`src/tw_pkg.sv`:
```
// Purpose: constants and types of the two-wire bus controller
// Assumes: pclk at 250 MHz, 32-bit APB register slots
// Notes: byte addresses within a 4 KB slot
package tw_pkg;
  localparam int TW_AW = 12;
  // register byte offsets
  localparam logic [11:0] TW_CTRL = 12'h000;
  localparam logic [11:0] TW_CMD = 12'h004;
  localparam logic [11:0] TW_OWN1 = 12'h008;
  localparam logic [11:0] TW_OWN2 = 12'h00C;
  localparam logic [11:0] TW_TIME = 12'h010;
  localparam logic [11:0] TW_TOUT = 12'h014;
  localparam logic [11:0] TW_STAT = 12'h018;
  localparam logic [11:0] TW_MASK = 12'h01C;
  localparam logic [11:0] TW_TXD = 12'h020;
  localparam logic [11:0] TW_RXD = 12'h024;
  localparam logic [11:0] TW_PEC = 12'h028;
  // control fields
  localparam int TW_C_EN = 0;
  localparam int TW_C_ANF = 1;
  localparam int TW_C_DNF = 2;
  localparam int TW_C_FMP = 6;
  localparam int TW_C_WUP = 7;
  localparam int TW_C_HOST = 8;
  localparam int TW_C_DEV = 9;
  localparam int TW_C_ARA = 10;
  localparam int TW_C_PECEN = 11;
  localparam int TW_C_ALRT = 12;
  // command and own-address fields
  localparam int TW_M_TEN = 10;
  localparam int TW_M_RD = 11;
  localparam int TW_M_NBY = 12;
  localparam int TW_M_GO = 20;
  localparam int TW_O_TEN = 10;
  localparam int TW_O_MSK = 8;
  localparam int TW_O_EN = 15;
  // status bits, sticky then live
  localparam int TW_S_ADDR = 0;
  localparam int TW_S_RXNE = 1;
  localparam int TW_S_TXE = 2;
  localparam int TW_S_NACK = 3;
  localparam int TW_S_ARLO = 4;
  localparam int TW_S_STOP = 5;
  localparam int TW_S_PECE = 6;
  localparam int TW_S_TOUT = 7;
  localparam int TW_S_ALRT = 8;
  localparam int TW_NS = 9;
  localparam int TW_S_BUSY = 16;
  // bus rates and half bit times
  localparam int TW_PCLK_HZ = 250_000_000;
  localparam int TW_STD_BPS = 100_000;
  localparam int TW_FAST_BPS = 400_000;
  localparam int TW_FMP_BPS = 1_000_000;
  localparam logic [15:0] TW_HALF_STD = 16'(TW_PCLK_HZ / (2 * TW_STD_BPS));
  localparam logic [15:0] TW_HALF_FAST = 16'(TW_PCLK_HZ / (2 * TW_FAST_BPS));
  localparam logic [15:0] TW_HALF_FMP = 16'(TW_PCLK_HZ / (2 * TW_FMP_BPS));
  localparam logic [11:0] TW_TOUT_RST = 12'h000;
  // smbus reserved addresses and 10-bit header
  localparam logic [6:0] TW_A_HOST = 7'h08;
  localparam logic [6:0] TW_A_DEV = 7'h61;
  localparam logic [6:0] TW_A_ARA = 7'h0C;
  localparam logic [4:0] TW_HDR10 = 5'h1E;
  localparam logic [7:0] TW_POLY = 8'h07;
  typedef enum logic [1:0] {TW_A1 = 2'b00, TW_A2 = 2'b01, TW_DAT = 2'b10, TW_ARD = 2'b11} tw_ph_t;
  typedef enum logic [2:0] {
    TW_IDLE = 3'b000, TW_START = 3'b001, TW_LOW = 3'b010, TW_HIGH = 3'b011,
    TW_STOP = 3'b100, TW_RST = 3'b101, TW_SLV = 3'b110, TW_WAIT = 3'b111
  } tw_eng_t;
endpackage : tw_pkg

```
`src/tw_ctrl.sv`:
```
// Purpose: two-wire bus controller, master and slave, APB registers
// Assumes: pins pass two flip-flops; pclk also serves as kernel clock
// Notes: analog filter lives in the pad, anf_en steers it
// What this block does
// - acts as arbitrating multi-master bus master or as addressed slave
// - standard 100 kbit/s and fast 400 kbit/s via programmable half period
// - only primary instance drives fast-plus strong outputs
// - 7-bit and 10-bit addressing as master and as slave
// - two own addresses, second compared under mask
// - digital filter drops spikes of 1 to 15 clocks
// - analog filter enable stays active in stop mode
// - no stop wakeup while digital filter enabled
// - primary has smbus: arp, host notify, pec, timeout, alert
// - primary detects own address in stop and wakes system
// - primary requests fast rc oscillator in stop while the bus is busy
// - dma requests for transmit and receive bytes
module tw_ctrl #(
  parameter bit PRIMARY = 1'b1 // primary instance features
) (
  input wire logic pclk, // clock
  input wire logic presetn, // async reset
  input wire logic psel, // apb select
  input wire logic penable, // apb enable
  input wire logic pwrite, // apb write
  input wire logic [tw_pkg::TW_AW-1:0] paddr, // apb address
  input wire logic [31:0] pwdata, // apb write data
  output logic [31:0] prdata, // apb read data
  output logic pready, // apb ready
  output logic pslverr, // apb error
  input wire logic scl_i, // clock pin in
  output logic scl_o, // clock pin out
  output logic scl_oe, // clock pin drive
  input wire logic sda_i, // data pin in
  output logic sda_o, // data pin out
  output logic sda_oe, // data pin drive
  input wire logic smba_i, // alert pin in
  output logic smba_o, // alert pin out
  output logic smba_oe, // alert pin drive
  input wire logic stop_mode, // system in stop
  output logic irq, // interrupt
  output logic dma_tx_req, // dma transmit
  output logic dma_rx_req, // dma receive
  output logic wakeup, // stop wakeup
  output logic osc_req, // fast rc request
  output logic fmp_drive, // strong drive
  output logic anf_en // analog filter on
);
  import tw_pkg::*;

  typedef struct packed {
    logic rdy, err;
    logic [31:0] rd;
    logic [2:0] s1, s2;
    logic [1:0][3:0] fcnt;
    logic [1:0] flt, fltd;
    logic smbd;
    logic [12:0] ctl;
    logic [3:0] dnf;
    logic anf;
    logic [9:0] tadr;
    logic tten, trd;
    logic [7:0] nby;
    logic [15:0] own1, own2, half;
    logic [11:0] tout, tdiv, tcnt;
    logic [TW_NS-1:0] sts, msk;
    logic [7:0] txd, rxd, sh, crc;
    logic txf, rxf;
    tw_eng_t eng;
    tw_ph_t ph;
    logic mst, xmit, busy, tenhit, hold, rcvd, rxany;
    logic [3:0] cnt;
    logic [15:0] tmr;
    logic scloe, sdaoe, smbaoe, irq, dtx, drx, wake, osc, fmp;
  } tw_state_t;

  tw_state_t st_reg, st_next;

  // pec step over one bit
  function automatic logic [7:0] tw_crc(input logic [7:0] c, input logic b);
    tw_crc = {c[6:0], 1'b0} ^ ((c[7] ^ b) ? TW_POLY : 8'h00);
  endfunction : tw_crc

  // data line wanted low for the current bit
  function automatic logic tw_sda(input tw_state_t s);
    if (s.cnt == 4'h8) tw_sda = !s.xmit && !(s.mst && s.ph == TW_DAT && s.nby == 8'h01);
    else tw_sda = s.xmit && !s.sh[7];
  endfunction : tw_sda

  // whole next state
  always_comb begin
    logic acc, rise, fall, sdet, pdet, b, hit, ld, dx, stall, tdone;
    logic [7:0] shn;
    logic [6:0] m7;
    logic [TW_NS-1:0] ev, clr;
    acc = psel && penable && st_reg.rdy;
    rise = 1'b0;
    fall = 1'b0;
    sdet = 1'b0;
    pdet = 1'b0;
    b = st_reg.flt[1];
    hit = 1'b0;
    ld = 1'b0;
    dx = 1'b0;
    tdone = st_reg.tmr >= st_reg.half;
    stall = st_reg.hold || (st_reg.cnt == 4'h8 && !st_reg.xmit && st_reg.ph == TW_DAT && !st_reg.rcvd);
    shn = {st_reg.sh[6:0], st_reg.flt[1]};
    m7 = 7'((8'h01 << st_reg.own2[10:8]) - 8'h01);
    ev = '0;
    clr = '0;
    st_next = st_reg;
    // pin synchronisers and digital filter
    st_next.s1 = {smba_i, sda_i, scl_i};
    st_next.s2 = st_reg.s1;
    for (int i = 0; i < 2; i++) begin
      if (st_reg.dnf == 4'h0 || st_reg.s2[i] == st_reg.flt[i]) begin
        st_next.flt[i] = st_reg.s2[i];
        st_next.fcnt[i] = 4'h0;
      end else if (st_reg.fcnt[i] == st_reg.dnf) begin
        st_next.flt[i] = st_reg.s2[i];
        st_next.fcnt[i] = 4'h0;
      end else begin
        st_next.fcnt[i] = st_reg.fcnt[i] + 4'h1;
      end
    end
    st_next.fltd = st_reg.flt;
    rise = st_reg.flt[0] && !st_reg.fltd[0];
    fall = !st_reg.flt[0] && st_reg.fltd[0];
    sdet = st_reg.flt[0] && st_reg.fltd[0] && !st_reg.flt[1] && st_reg.fltd[1];
    pdet = st_reg.flt[0] && st_reg.fltd[0] && st_reg.flt[1] && !st_reg.fltd[1];
    // bus busy and stop handling
    if (sdet) st_next.busy = 1'b1;
    if (pdet) begin
      st_next.busy = 1'b0;
      ev[TW_S_STOP] = 1'b1;
      ev[TW_S_PECE] = PRIMARY && st_reg.ctl[TW_C_PECEN] && st_reg.rxany && st_reg.crc != 8'h00;
      if (st_reg.eng == TW_SLV || st_reg.eng == TW_WAIT) st_next.eng = TW_IDLE;
    end
    // slave takes the bus on a foreign start
    if (sdet && !st_reg.mst && st_reg.ctl[TW_C_EN]) begin
      st_next.eng = TW_SLV;
      st_next.cnt = 4'h0;
      st_next.ph = TW_A1;
      st_next.xmit = 1'b0;
      st_next.crc = 8'h00;
      st_next.rxany = 1'b0;
      st_next.hold = 1'b0;
      if (st_reg.eng != TW_SLV) st_next.tenhit = 1'b0;
    end
    // address match as slave
    hit = (st_reg.own1[TW_O_EN] && !st_reg.own1[TW_O_TEN] && shn[7:1] == st_reg.own1[6:0]) ||
          (st_reg.own2[TW_O_EN] && ((shn[7:1] ^ st_reg.own2[7:1]) & ~m7) == 7'h00) ||
          (PRIMARY && ((st_reg.ctl[TW_C_HOST] && shn[7:1] == TW_A_HOST) ||
          (st_reg.ctl[TW_C_DEV] && shn[7:1] == TW_A_DEV) ||
          (st_reg.ctl[TW_C_ARA] && shn[7:1] == TW_A_ARA)));
    if (st_reg.own1[TW_O_EN] && st_reg.own1[TW_O_TEN] && shn[7:3] == TW_HDR10 &&
        shn[2:1] == st_reg.own1[9:8] && (!shn[0] || st_reg.tenhit)) hit = 1'b1;
    if (st_reg.ph == TW_A2) hit = shn == st_reg.own1[7:0];
    // master bit timing and slave line drive
    unique case (st_reg.eng)
      TW_START: begin
        st_next.sdaoe = 1'b1;
        st_next.tmr = st_reg.tmr + 16'h1;
        if (tdone) begin
          st_next.eng = TW_LOW;
          st_next.cnt = 4'h0;
          st_next.tmr = 16'h0;
        end
      end
      TW_LOW: begin
        st_next.scloe = 1'b1;
        if (st_reg.tmr == 16'h1) st_next.sdaoe = tw_sda(st_reg);
        if (!stall) st_next.tmr = st_reg.tmr + 16'h1;
        if (!stall && tdone) begin
          st_next.eng = TW_HIGH;
          st_next.tmr = 16'h0;
        end
      end
      TW_HIGH: begin
        st_next.scloe = 1'b0;
        if (st_reg.flt[0]) st_next.tmr = st_reg.tmr + 16'h1;
      end
      TW_RST, TW_STOP: begin
        st_next.scloe = st_reg.cnt == 4'h0;
        if (st_reg.tmr == 16'h1) st_next.sdaoe = st_reg.eng == TW_STOP;
        if (st_reg.cnt == 4'h0 || st_reg.flt[0]) st_next.tmr = st_reg.tmr + 16'h1;
        if (tdone) begin
          st_next.tmr = 16'h0;
          st_next.cnt = 4'h1;
          if (st_reg.cnt != 4'h0) begin
            st_next.cnt = 4'h0;
            st_next.sdaoe = st_reg.eng == TW_RST;
            st_next.eng = st_reg.eng == TW_RST ? TW_START : TW_IDLE;
            if (st_reg.eng == TW_STOP) st_next.mst = 1'b0;
          end
        end
      end
      TW_SLV: begin
        if (!st_reg.flt[0]) st_next.sdaoe = tw_sda(st_reg);
        st_next.scloe = stall && (st_reg.scloe || !st_reg.flt[0]);
      end
      default: begin
        st_next.scloe = 1'b0;
        if (st_reg.eng != TW_WAIT || !st_reg.mst) st_next.sdaoe = 1'b0;
      end
    endcase
    // bit sample: master at end of high, slave at rising edge
    if ((st_reg.eng == TW_HIGH && st_reg.flt[0] && tdone) || (st_reg.eng == TW_SLV && rise && !sdet)) begin
      st_next.tmr = 16'h0;
      if (st_reg.mst) st_next.eng = TW_LOW;
      if (st_reg.cnt != 4'h8) begin
        if (st_reg.mst && st_reg.xmit && st_reg.sh[7] && !b) begin
          ev[TW_S_ARLO] = 1'b1;
          st_next.mst = 1'b0;
          st_next.eng = TW_WAIT;
          st_next.sdaoe = 1'b0;
        end else begin
          st_next.sh = shn;
          st_next.crc = tw_crc(st_reg.crc, b);
          st_next.cnt = st_reg.cnt + 4'h1;
          st_next.rcvd = 1'b0;
          if (!st_reg.mst && st_reg.cnt == 4'h7 && st_reg.ph != TW_DAT) begin
            if (!hit) st_next.eng = TW_WAIT;
            if (hit) ev[TW_S_ADDR] = 1'b1;
            if (hit && PRIMARY && stop_mode && st_reg.ctl[TW_C_WUP] && st_reg.dnf == 4'h0) st_next.wake = 1'b1;
          end
        end
      end else begin
        st_next.cnt = 4'h0;
        if (st_reg.xmit && b) begin
          ev[TW_S_NACK] = 1'b1;
          st_next.eng = st_reg.mst ? TW_STOP : TW_WAIT;
        end else begin
          unique case (st_reg.ph)
            TW_A1: begin
              if (st_reg.mst && st_reg.tten) begin
                st_next.ph = TW_A2;
                st_next.sh = st_reg.tadr[7:0];
              end else if (!st_reg.mst && st_reg.sh[7:3] == TW_HDR10 && !st_reg.sh[0]) begin
                st_next.ph = TW_A2;
              end else begin
                st_next.ph = TW_DAT;
                dx = st_reg.mst ? !st_reg.trd : st_reg.sh[0];
              end
            end
            TW_A2: begin
              st_next.tenhit = !st_reg.mst;
              st_next.ph = TW_DAT;
              dx = st_reg.mst;
              if (st_reg.mst && st_reg.trd) begin
                st_next.eng = TW_RST;
                st_next.ph = TW_ARD;
                st_next.sh = {TW_HDR10, st_reg.tadr[9:8], 1'b1};
              end
            end
            TW_ARD: st_next.ph = TW_DAT;
            TW_DAT: begin
              dx = st_reg.xmit;
              if (st_reg.mst) st_next.nby = st_reg.nby - 8'h01;
              if (st_reg.mst && st_reg.nby <= 8'h01) st_next.eng = TW_STOP;
            end
          endcase
          if (st_next.ph == TW_DAT && st_reg.ph != TW_DAT) begin
            st_next.xmit = dx;
            if (st_reg.mst && st_reg.nby == 8'h00) st_next.eng = TW_STOP;
          end
          ld = st_next.ph == TW_DAT && st_next.xmit && st_next.eng != TW_STOP;
        end
      end
    end
    // receive store and transmit load, with stretching
    if (stall && !st_reg.hold && (st_reg.eng == TW_LOW || st_reg.eng == TW_SLV) && !st_reg.rxf) begin
      st_next.rxd = st_reg.sh;
      st_next.rxf = 1'b1;
      st_next.rcvd = 1'b1;
      st_next.rxany = 1'b1;
      ev[TW_S_RXNE] = 1'b1;
    end
    if (st_reg.hold && st_reg.txf) begin
      st_next.sh = st_reg.txd;
      st_next.txf = 1'b0;
      st_next.hold = 1'b0;
    end
    if (ld) begin
      if (PRIMARY && st_next.mst && st_reg.ctl[TW_C_PECEN] && st_next.nby == 8'h01) begin
        st_next.sh = st_next.crc;
      end else if (st_reg.txf) begin
        st_next.sh = st_reg.txd;
        st_next.txf = 1'b0;
      end else begin
        st_next.hold = 1'b1;
        ev[TW_S_TXE] = 1'b1;
      end
    end
    if (st_next.eng == TW_STOP && st_reg.eng != TW_STOP) begin
      st_next.cnt = 4'h0;
      st_next.tmr = 16'h0;
    end
    // smbus clock-low timeout
    st_next.tdiv = st_reg.tdiv + 12'h001;
    if (!st_reg.flt[0] && st_reg.busy) begin
      if (st_reg.tdiv == 12'hFFF) st_next.tcnt = st_reg.tcnt + 12'h001;
    end else begin
      st_next.tcnt = 12'h000;
    end
    if (PRIMARY && st_reg.tout != 12'h000 && st_reg.tcnt == st_reg.tout) begin
      ev[TW_S_TOUT] = 1'b1;
      st_next.tcnt = 12'h000;
      st_next.eng = TW_IDLE;
      st_next.mst = 1'b0;
      st_next.busy = 1'b0;
      st_next.scloe = 1'b0;
      st_next.sdaoe = 1'b0;
    end
    // host sees alert pin fall
    st_next.smbd = st_reg.s2[2];
    ev[TW_S_ALRT] = PRIMARY && st_reg.ctl[TW_C_HOST] && st_reg.smbd && !st_reg.s2[2];
    // apb: one wait state, register read captured before the answer
    st_next.rdy = psel && penable && !st_reg.rdy;
    st_next.err = 1'b0;
    st_next.rd = 32'h0000_0000;
    unique case (paddr)
      TW_CTRL: st_next.rd = {19'h0, st_reg.ctl[12:6], st_reg.dnf, st_reg.anf, st_reg.ctl[0]};
      TW_CMD: st_next.rd = {12'h0, st_reg.nby, st_reg.trd, st_reg.tten, st_reg.tadr};
      TW_OWN1: st_next.rd = {16'h0, st_reg.own1};
      TW_OWN2: st_next.rd = {16'h0, st_reg.own2};
      TW_TIME: st_next.rd = {16'h0, st_reg.half};
      TW_TOUT: st_next.rd = {20'h0, st_reg.tout};
      TW_STAT: st_next.rd = {11'h0, st_reg.rxf, st_reg.txf, st_reg.xmit, st_reg.mst, st_reg.busy, 7'h0, st_reg.sts};
      TW_MASK: st_next.rd = {23'h0, st_reg.msk};
      TW_RXD: st_next.rd = {24'h0, st_reg.rxd};
      TW_PEC: st_next.rd = {24'h0, st_reg.crc};
      TW_TXD: st_next.rd = {24'h0, st_reg.txd};
      default: st_next.err = 1'b1;
    endcase
    if (acc && pwrite) begin
      unique case (paddr)
        TW_CTRL: begin
          st_next.ctl = {pwdata[12:6], 5'h00, pwdata[TW_C_EN]};
          if (!PRIMARY) st_next.ctl[12:6] = {6'h00, pwdata[TW_C_WUP]} & 7'h00;
          if (!st_reg.ctl[TW_C_EN]) begin
            st_next.dnf = pwdata[TW_C_DNF +: 4];
            st_next.anf = pwdata[TW_C_ANF];
          end
          if (!pwdata[TW_C_EN]) begin
            st_next.eng = TW_IDLE;
            st_next.mst = 1'b0;
            st_next.scloe = 1'b0;
            st_next.sdaoe = 1'b0;
            st_next.hold = 1'b0;
          end
        end
        TW_CMD: begin
          if (pwdata[TW_M_GO] && st_reg.ctl[TW_C_EN] && !st_reg.busy && !st_reg.mst &&
              st_reg.eng == TW_IDLE) begin
            st_next.tadr = pwdata[9:0];
            st_next.tten = pwdata[TW_M_TEN];
            st_next.trd = pwdata[TW_M_RD];
            st_next.nby = pwdata[TW_M_NBY +: 8];
            st_next.mst = 1'b1;
            st_next.xmit = 1'b1;
            st_next.ph = TW_A1;
            st_next.eng = TW_START;
            st_next.tmr = 16'h0;
            st_next.crc = 8'h00;
            st_next.rxany = 1'b0;
            st_next.hold = 1'b0;
            st_next.sh = pwdata[TW_M_TEN] ? {TW_HDR10, pwdata[9:8], 1'b0} : {pwdata[6:0], pwdata[TW_M_RD]};
          end
        end
        TW_OWN1: st_next.own1 = pwdata[15:0];
        TW_OWN2: st_next.own2 = pwdata[15:0];
        TW_TIME: st_next.half = pwdata[15:0];
        TW_TOUT: st_next.tout = pwdata[11:0];
        TW_STAT: clr = pwdata[TW_NS-1:0];
        TW_MASK: st_next.msk = pwdata[TW_NS-1:0];
        TW_TXD: begin
          st_next.txd = pwdata[7:0];
          st_next.txf = 1'b1;
        end
        default: ;
      endcase
    end
    if (acc && !pwrite && paddr == TW_RXD && st_reg.rxf) st_next.rxf = 1'b0;
    // sticky status, set beats clear
    st_next.sts = (st_reg.sts & ~clr) | ev;
    st_next.irq = |(st_next.sts & st_reg.msk);
    st_next.dtx = st_reg.ctl[TW_C_EN] && st_reg.xmit && st_reg.ph == TW_DAT && !st_reg.txf &&
                  (st_reg.mst || st_reg.eng == TW_SLV);
    st_next.drx = st_reg.rxf;
    if (!stop_mode) st_next.wake = 1'b0;
    st_next.osc = PRIMARY && stop_mode && st_reg.ctl[TW_C_WUP] && st_reg.busy;
    st_next.fmp = PRIMARY && st_reg.ctl[TW_C_FMP];
    st_next.smbaoe = PRIMARY && st_reg.ctl[TW_C_ALRT];
  end

  // state register
  always_ff @(posedge pclk or negedge presetn) begin
    if (!presetn) begin
      st_reg <= '0;
      st_reg.s1 <= 3'h7;
      st_reg.s2 <= 3'h7;
      st_reg.flt <= 2'h3;
      st_reg.fltd <= 2'h3;
      st_reg.smbd <= 1'b1;
      st_reg.half <= TW_HALF_STD;
      st_reg.tout <= TW_TOUT_RST;
    end else begin
      st_reg <= st_next;
    end
  end

  // outputs straight from the state register
  assign prdata = st_reg.rd;
  assign pready = st_reg.rdy;
  assign pslverr = st_reg.err;
  assign scl_o = st_reg.scloe & 1'b0;
  assign sda_o = st_reg.sdaoe & 1'b0;
  assign smba_o = st_reg.smbaoe & 1'b0;
  assign scl_oe = st_reg.scloe;
  assign sda_oe = st_reg.sdaoe;
  assign smba_oe = st_reg.smbaoe;
  assign irq = st_reg.irq;
  assign dma_tx_req = st_reg.dtx;
  assign dma_rx_req = st_reg.drx;
  assign wakeup = st_reg.wake;
  assign osc_req = st_reg.osc;
  assign fmp_drive = st_reg.fmp;
  assign anf_en = st_reg.anf;

  // checks
  chk_dnf_bypass: assert property (@(posedge pclk) disable iff (!presetn)
    $past(st_reg.dnf) == 4'h0 |-> st_reg.flt == $past(st_reg.s2[1:0])) else $error("filter not bypassed");
  chk_filt_frozen: assert property (@(posedge pclk) disable iff (!presetn)
    $past(st_reg.ctl[0]) |-> $stable(st_reg.dnf) && $stable(st_reg.anf)) else $error("filter changed while on");
  chk_spike_kill: assert property (@(posedge pclk) disable iff (!presetn)
    $past(st_reg.dnf) != 4'h0 && $changed(st_reg.flt[1]) |-> $past(st_reg.fcnt[1]) == $past(st_reg.dnf))
    else $error("spike passed filter");
  chk_fmp_only: assert property (@(posedge pclk) disable iff (!presetn)
    !PRIMARY |-> !fmp_drive && !smba_oe) else $error("secondary uses primary feature");
  chk_wake_nodnf: assert property (@(posedge pclk) disable iff (!presetn)
    $rose(wakeup) |-> $past(st_reg.dnf) == 4'h0 && $past(stop_mode)) else $error("wake with filter");
  chk_osc_stop: assert property (@(posedge pclk) disable iff (!presetn)
    osc_req |-> $past(stop_mode) && $past(st_reg.busy)) else $error("rc request outside stop");
  chk_arb_drop: assert property (@(posedge pclk) disable iff (!presetn)
    st_reg.eng == TW_HIGH && st_reg.mst && st_reg.xmit && st_reg.cnt != 4'h8 && st_reg.sh[7] &&
    !st_reg.flt[1] && st_reg.flt[0] && st_reg.tmr >= st_reg.half |=> !st_reg.mst ##1 !sda_oe)
    else $error("lost arbitration kept");
  chk_dma_rx: assert property (@(posedge pclk) disable iff (!presetn)
    $rose(st_reg.rxf) |=> dma_rx_req [*1] ##0 st_reg.sts[TW_S_RXNE]) else $error("no rx dma request");
endmodule : tw_ctrl

```
`config.mk`:
```
export PLATFORM = sky130hd
export DESIGN_NAME = tw_ctrl
export DESIGN_NICKNAME = d
export VERILOG_FILES = /design/src/tw_pkg.sv /design/src/tw_ctrl.sv
export SDC_FILE = /design/constraint.sdc
export NUM_CORES = 1
export LEC_CHECK = 0
export BUFFER_PORTS_ARGS = -buffer_cell sky130_fd_sc_hd__buf_2
export CAP_MARGIN = 40
export CORE_MARGIN = 4
export CORE_UTILIZATION = 55
export DETAILED_ROUTE_END_ITERATION = 16
export PLACE_DENSITY = 0.79
export SLEW_MARGIN = 10
export SYNTH_ARGS = -nofsm -noshare
export SYNTH_HDL_FRONTEND = slang
export SYNTH_SLANG_ARGS = --single-unit
```
`constraint.sdc`:
```
create_clock -name pclk -period 4.4 [get_ports pclk]
set_clock_uncertainty 0.2 [all_clocks]
set_input_delay 0.88 -clock pclk [delete_from_list [all_inputs] [get_ports pclk]]
set_output_delay 0.88 -clock pclk [all_outputs]
set_load 0.01 [all_outputs]
```
==> flow_summary_export.csv <==
group,metric,value,unit
hold_path,timing.hold.worst.class,"input pin to async pin",
finish,layout.cell_area.non_filler,0.0158,mm^2
timing,setup-violations-final,0,
clock_network,cts_repair_resize_count,0,
synthesis,largest_area_contributor_in_the_netlist,"sky130_fd_sc_hd__dfrtp_1",
timing,grt_setup_unrepaired,"no",
synthesis,yosys.area_share.adder,2.74,%
clock_network,clk_path_buf_depth,3,
placement,routabilityCongestion,0.975,
synthesis,synth_flop_cell,"sky130_fd_sc_hd__dfrtp_1",
timing,timing.final.crit_share,97.7,%
synthesis,netlist_area,0.0142,mm^2
die,initial_core_util,56.1,%
clock_network,postCtsSetupRepairBufs,0,
global_route,track_usage,29.9,%
synthesis,synth_simple_gate_area_share,16.7,%
timing,hold_viol_final,0,
synthesis,cells_after_synth,1416,
timing,fin_tns_setup,0,ps
timing,max-slew-margin-rel,41.5,%
worst_setup_path,timing.critical_path.buf_inv,0,
worst_setup_path,setup.worst_path.end_class,"register",
clock_network,hold_buffers,0,
timing,fin_ws,100,ps
synthesis,synth_top_cell_area_share,41.7,%
global_route,global_route_wire_length_before_repair,67.0,mm
synthesis,per_instance_average_area_after_synthesis,10.0,um^2
drt,drc,0,
worst_setup_path,path_cells,"ha_1 -> nand4_2 -> or3_1 -> or4_1 -> a31oi_4 -> o21ai_2 -> o22a_1 -> o22ai_4 -> and4b_1 -> a211oi_1",
power_and_ir_drop,max-vdd-ir-drop,0.315,mV
clock_network,cts-buffers-inserted,27,
finish,antenna_cells,0,
timing,final_max_slew_viol_count,0,
drt,detail_route.first_pass.iterations,7,
die,core_area,0.0253,mm^2
placement,dpl_worst_slack,208,ps
timing,final.min_clock_period,4300,ps
die,io_pins,100,
synthesis,dominant_combinational_cell_family_by_area_after_synthesis,"compound AO/OA/AOI/OAI gates",
synthesis,synth-edff-count,0,
synthesis,synth.ff_latch_count,252,
worst_setup_path,worst-path-max-fanout,9,
global_route,antenna_found_initial,1,
global_route,globalRouteOverflowTotal,0,
die,floorplan.rows,58,
drt,detailroute.via_count,11951,
die,dieHeight,168,um
synthesis,synth_common_cells,"sky130_fd_sc_hd__dfrtp_1 (236), sky130_fd_sc_hd__nand2_1 (141), sky130_fd_sc_hd__mux2_2 (110)",
global_route,maximum_number_of_pins_on_one_net_before_global_route_repair,78,
worst_setup_path,worst_ep_required_time,4610,ps
synthesis,synth_compound_area_share,16.7,%
placement,port_buffers,74,
worst_setup_path,critical-path-slowest-cell,"sky130_fd_sc_hd__or4_1",
worst_setup_path,worst_path_largest_cell_delay,710,ps
clock_network,cts_sinks,252,
synthesis,synth_cell_types,89,
global_route,grt_pass1_vias,11685,
die,die_w,168,um
worst_setup_path,cp_top_family,"simple AND/OR/NAND/NOR gates",
placement,post_dp_cell_area,0.0148,mm^2
die,total_die_area,0.0284,mm^2
power_and_ir_drop,powerDensity,433,mW/mm^2
finish,largest_reg_flops,210,
synthesis,synth_top_cells_by_area,"sky130_fd_sc_hd__dfrtp_1 (42%), sky130_fd_sc_hd__mux2_2 (8.7%), sky130_fd_sc_hd__nand2_1 (3.7%)",
finish,n_fill_cell,2079,
synthesis,xor_xnor_portion_of_the_synthesized_cell_area,4.76,%
status,run_status,"complete, no violations",
worst_setup_path,critPathKind,"register to register",
synthesis,yosys-mux-area-fraction,9.17,%
clock_network,clock_insertion_delay_worst_skew,560,ps
drt,drt-wirelength-per-cell,23.8,um
clock_network,htreeDepth,1,
finish,final_net_count,1555,
run,cap_violations,0,
timing,max_fclk,0.233,GHz
synthesis,yosysMostFrequentCell,"sky130_fd_sc_hd__dfrtp_1",
worst_setup_path,timing.critical_path.from_type,"register",
clock_network,ctsRootBufferMaster,"sky130_fd_sc_hd__clkbuf_16",
drt,route.final.wire_length,43.3,mm
finish,layout-area-overhead-vs-synth,11.5,%
timing,least_margin_pin_slew,856,ps
synthesis,synth-warning-count,0,
timing,timing.hold.ws,111,ps
worst_setup_path,arrival,4510,ps
synthesis,synth_async_sr_flop_share,100,%
drt,detailedRoute.firstIterationViolations,1514,
drt,final_antenna_net_count,0,
synthesis,synth_sequential_area_ratio,44.7,%
clock_network,clk_pin_slew_worst_paths,60,ps
drt,vias_per_cell,6.56,
placement,dp.final_hpwl,31.1,mm
worst_setup_path,timing.reg2reg.setup_slack,100,ps
clock_network,cts_tree,"done",
power_and_ir_drop,power.leakage,7.19,nW
finish,post_route_cells_drive_above_1_share,22.3,%
==> placed cells by master (no fill, tap or decap), types with 9 or more instances in the layout <==
cell type / n
sky130_fd_sc_hd__a21oi_1: 58
sky130_fd_sc_hd__or3_1: 10
sky130_fd_sc_hd__nand2b_1: 14
sky130_fd_sc_hd__xnor2_1: 44
sky130_fd_sc_hd__o21ai_0: 63
sky130_fd_sc_hd__nand2_1: 141
sky130_fd_sc_hd__inv_1: 41
sky130_fd_sc_hd__xor2_1: 33
sky130_fd_sc_hd__and3_1: 26
sky130_fd_sc_hd__o22ai_1: 11
sky130_fd_sc_hd__mux2_2: 110
sky130_fd_sc_hd__nand3_1: 33
sky130_fd_sc_hd__nand3b_1: 12
sky130_fd_sc_hd__dfstp_2: 16
sky130_fd_sc_hd__a22oi_1: 20
sky130_fd_sc_hd__a22o_1: 9
sky130_fd_sc_hd__a211oi_1: 21
sky130_fd_sc_hd__conb_1: 14
sky130_fd_sc_hd__nand4_1: 23
sky130_fd_sc_hd__clkbuf_16: 27
sky130_fd_sc_hd__buf_2: 75
sky130_fd_sc_hd__a21o_1: 9
sky130_fd_sc_hd__ha_1: 31
sky130_fd_sc_hd__a222oi_1: 35
sky130_fd_sc_hd__nor3_1: 28
sky130_fd_sc_hd__dfrtp_1: 236
sky130_fd_sc_hd__nor2_1: 92
sky130_fd_sc_hd__a31oi_1: 13
sky130_fd_sc_hd__nor4_1: 18
sky130_fd_sc_hd__buf_4: 43
==> worst reg2reg max path, cell delays in order (launching register included) <==
cell	delay, ps
sky130_fd_sc_hd__dfrtp_1	460
sky130_fd_sc_hd__ha_1	370
sky130_fd_sc_hd__nand4_2	150
sky130_fd_sc_hd__or3_1	440
sky130_fd_sc_hd__or4_1	710
sky130_fd_sc_hd__a31oi_4	420
sky130_fd_sc_hd__o21ai_2	150
sky130_fd_sc_hd__o22a_1	250
sky130_fd_sc_hd__o22ai_4	310
sky130_fd_sc_hd__and4b_1	530
sky130_fd_sc_hd__a211oi_1	170
==> power breakdown <==
| part | internal, mW | leakage [nW] | total, mW | switching (mW) |
|---|---|---|---|---|
| clock network | 1.44 | 0.464 | 2.41 | 0.972 |
| logic | 0.663 | 3.43 | 1.74 | 1.07 |
| registers | 2.44 | 3.30 | 2.69 | 0.249 |
| total | 4.54 | 7.19 | 6.83 | 2.29 |
==> cells by family after synthesis <==
| group | Yosys count |
|---|---|
| compound gates | 328 |
| xor+xnor | 77 |
| fa+ha+maj | 31 |
| buf+inv | 152 |
| flops | 252 |
| mux | 116 |
| other cells | 1 |
| simple gates | 459 |
==> layer usage <==
metal / up-vias / GRT usage (%) / wire length, um
met5: - / 0 / 11
met3: 140 / 6.66 / 4250
met4: 2 / 13.1 / 2220
met1: 5863 / 41.2 / 17600
li1: 5286 / - / -
met2: 660 / 45.6 / 19300
==> cell type report <==
class | count | area, um^2 | area share, %
clock inverters | 15 | 199 | 1.26
flip-flops and latches | 252 | 6330 | 40.1
repair buffers | 123 | 788 | 4.99
clock buffers | 35 | 746 | 4.72
inverters | 42 | 158 | 0.998
well taps | 330 | 413 | 2.61
multi-input cells | 1025 | 7160 | 45.4
==> through the flow <==
stage / utilization, % / cells / power (mW)
floorplan: - / 1429 / 3.82
global placement: 58.7 / 1769 / 4.36
detailed placement: 58.7 / 1770 / 4.40
CTS: 62.5 / 1820 / 6.80
global route: 62.5 / 1822 / 7.11
finish: 62.5 / 1822 / 6.83
==> worst paths after layout <==
| check | startpoint | to | depth (start not counted) |
|---|---|---|---|
| max | st_reg[22] | st_reg[52] | 10 |
| min | presetn | st_reg[9] | 1 |
| max reg2reg | st_reg[22] | st_reg[52] | 10 |
| min reg2reg | st_next[229] | st_reg[229] | 0 |
| max in group asynchronous | presetn | st_reg[118] | 2 |
| min in group pclk | st_next[229] | st_reg[229] | 0 |
Power figures use the tool's default switching activity.
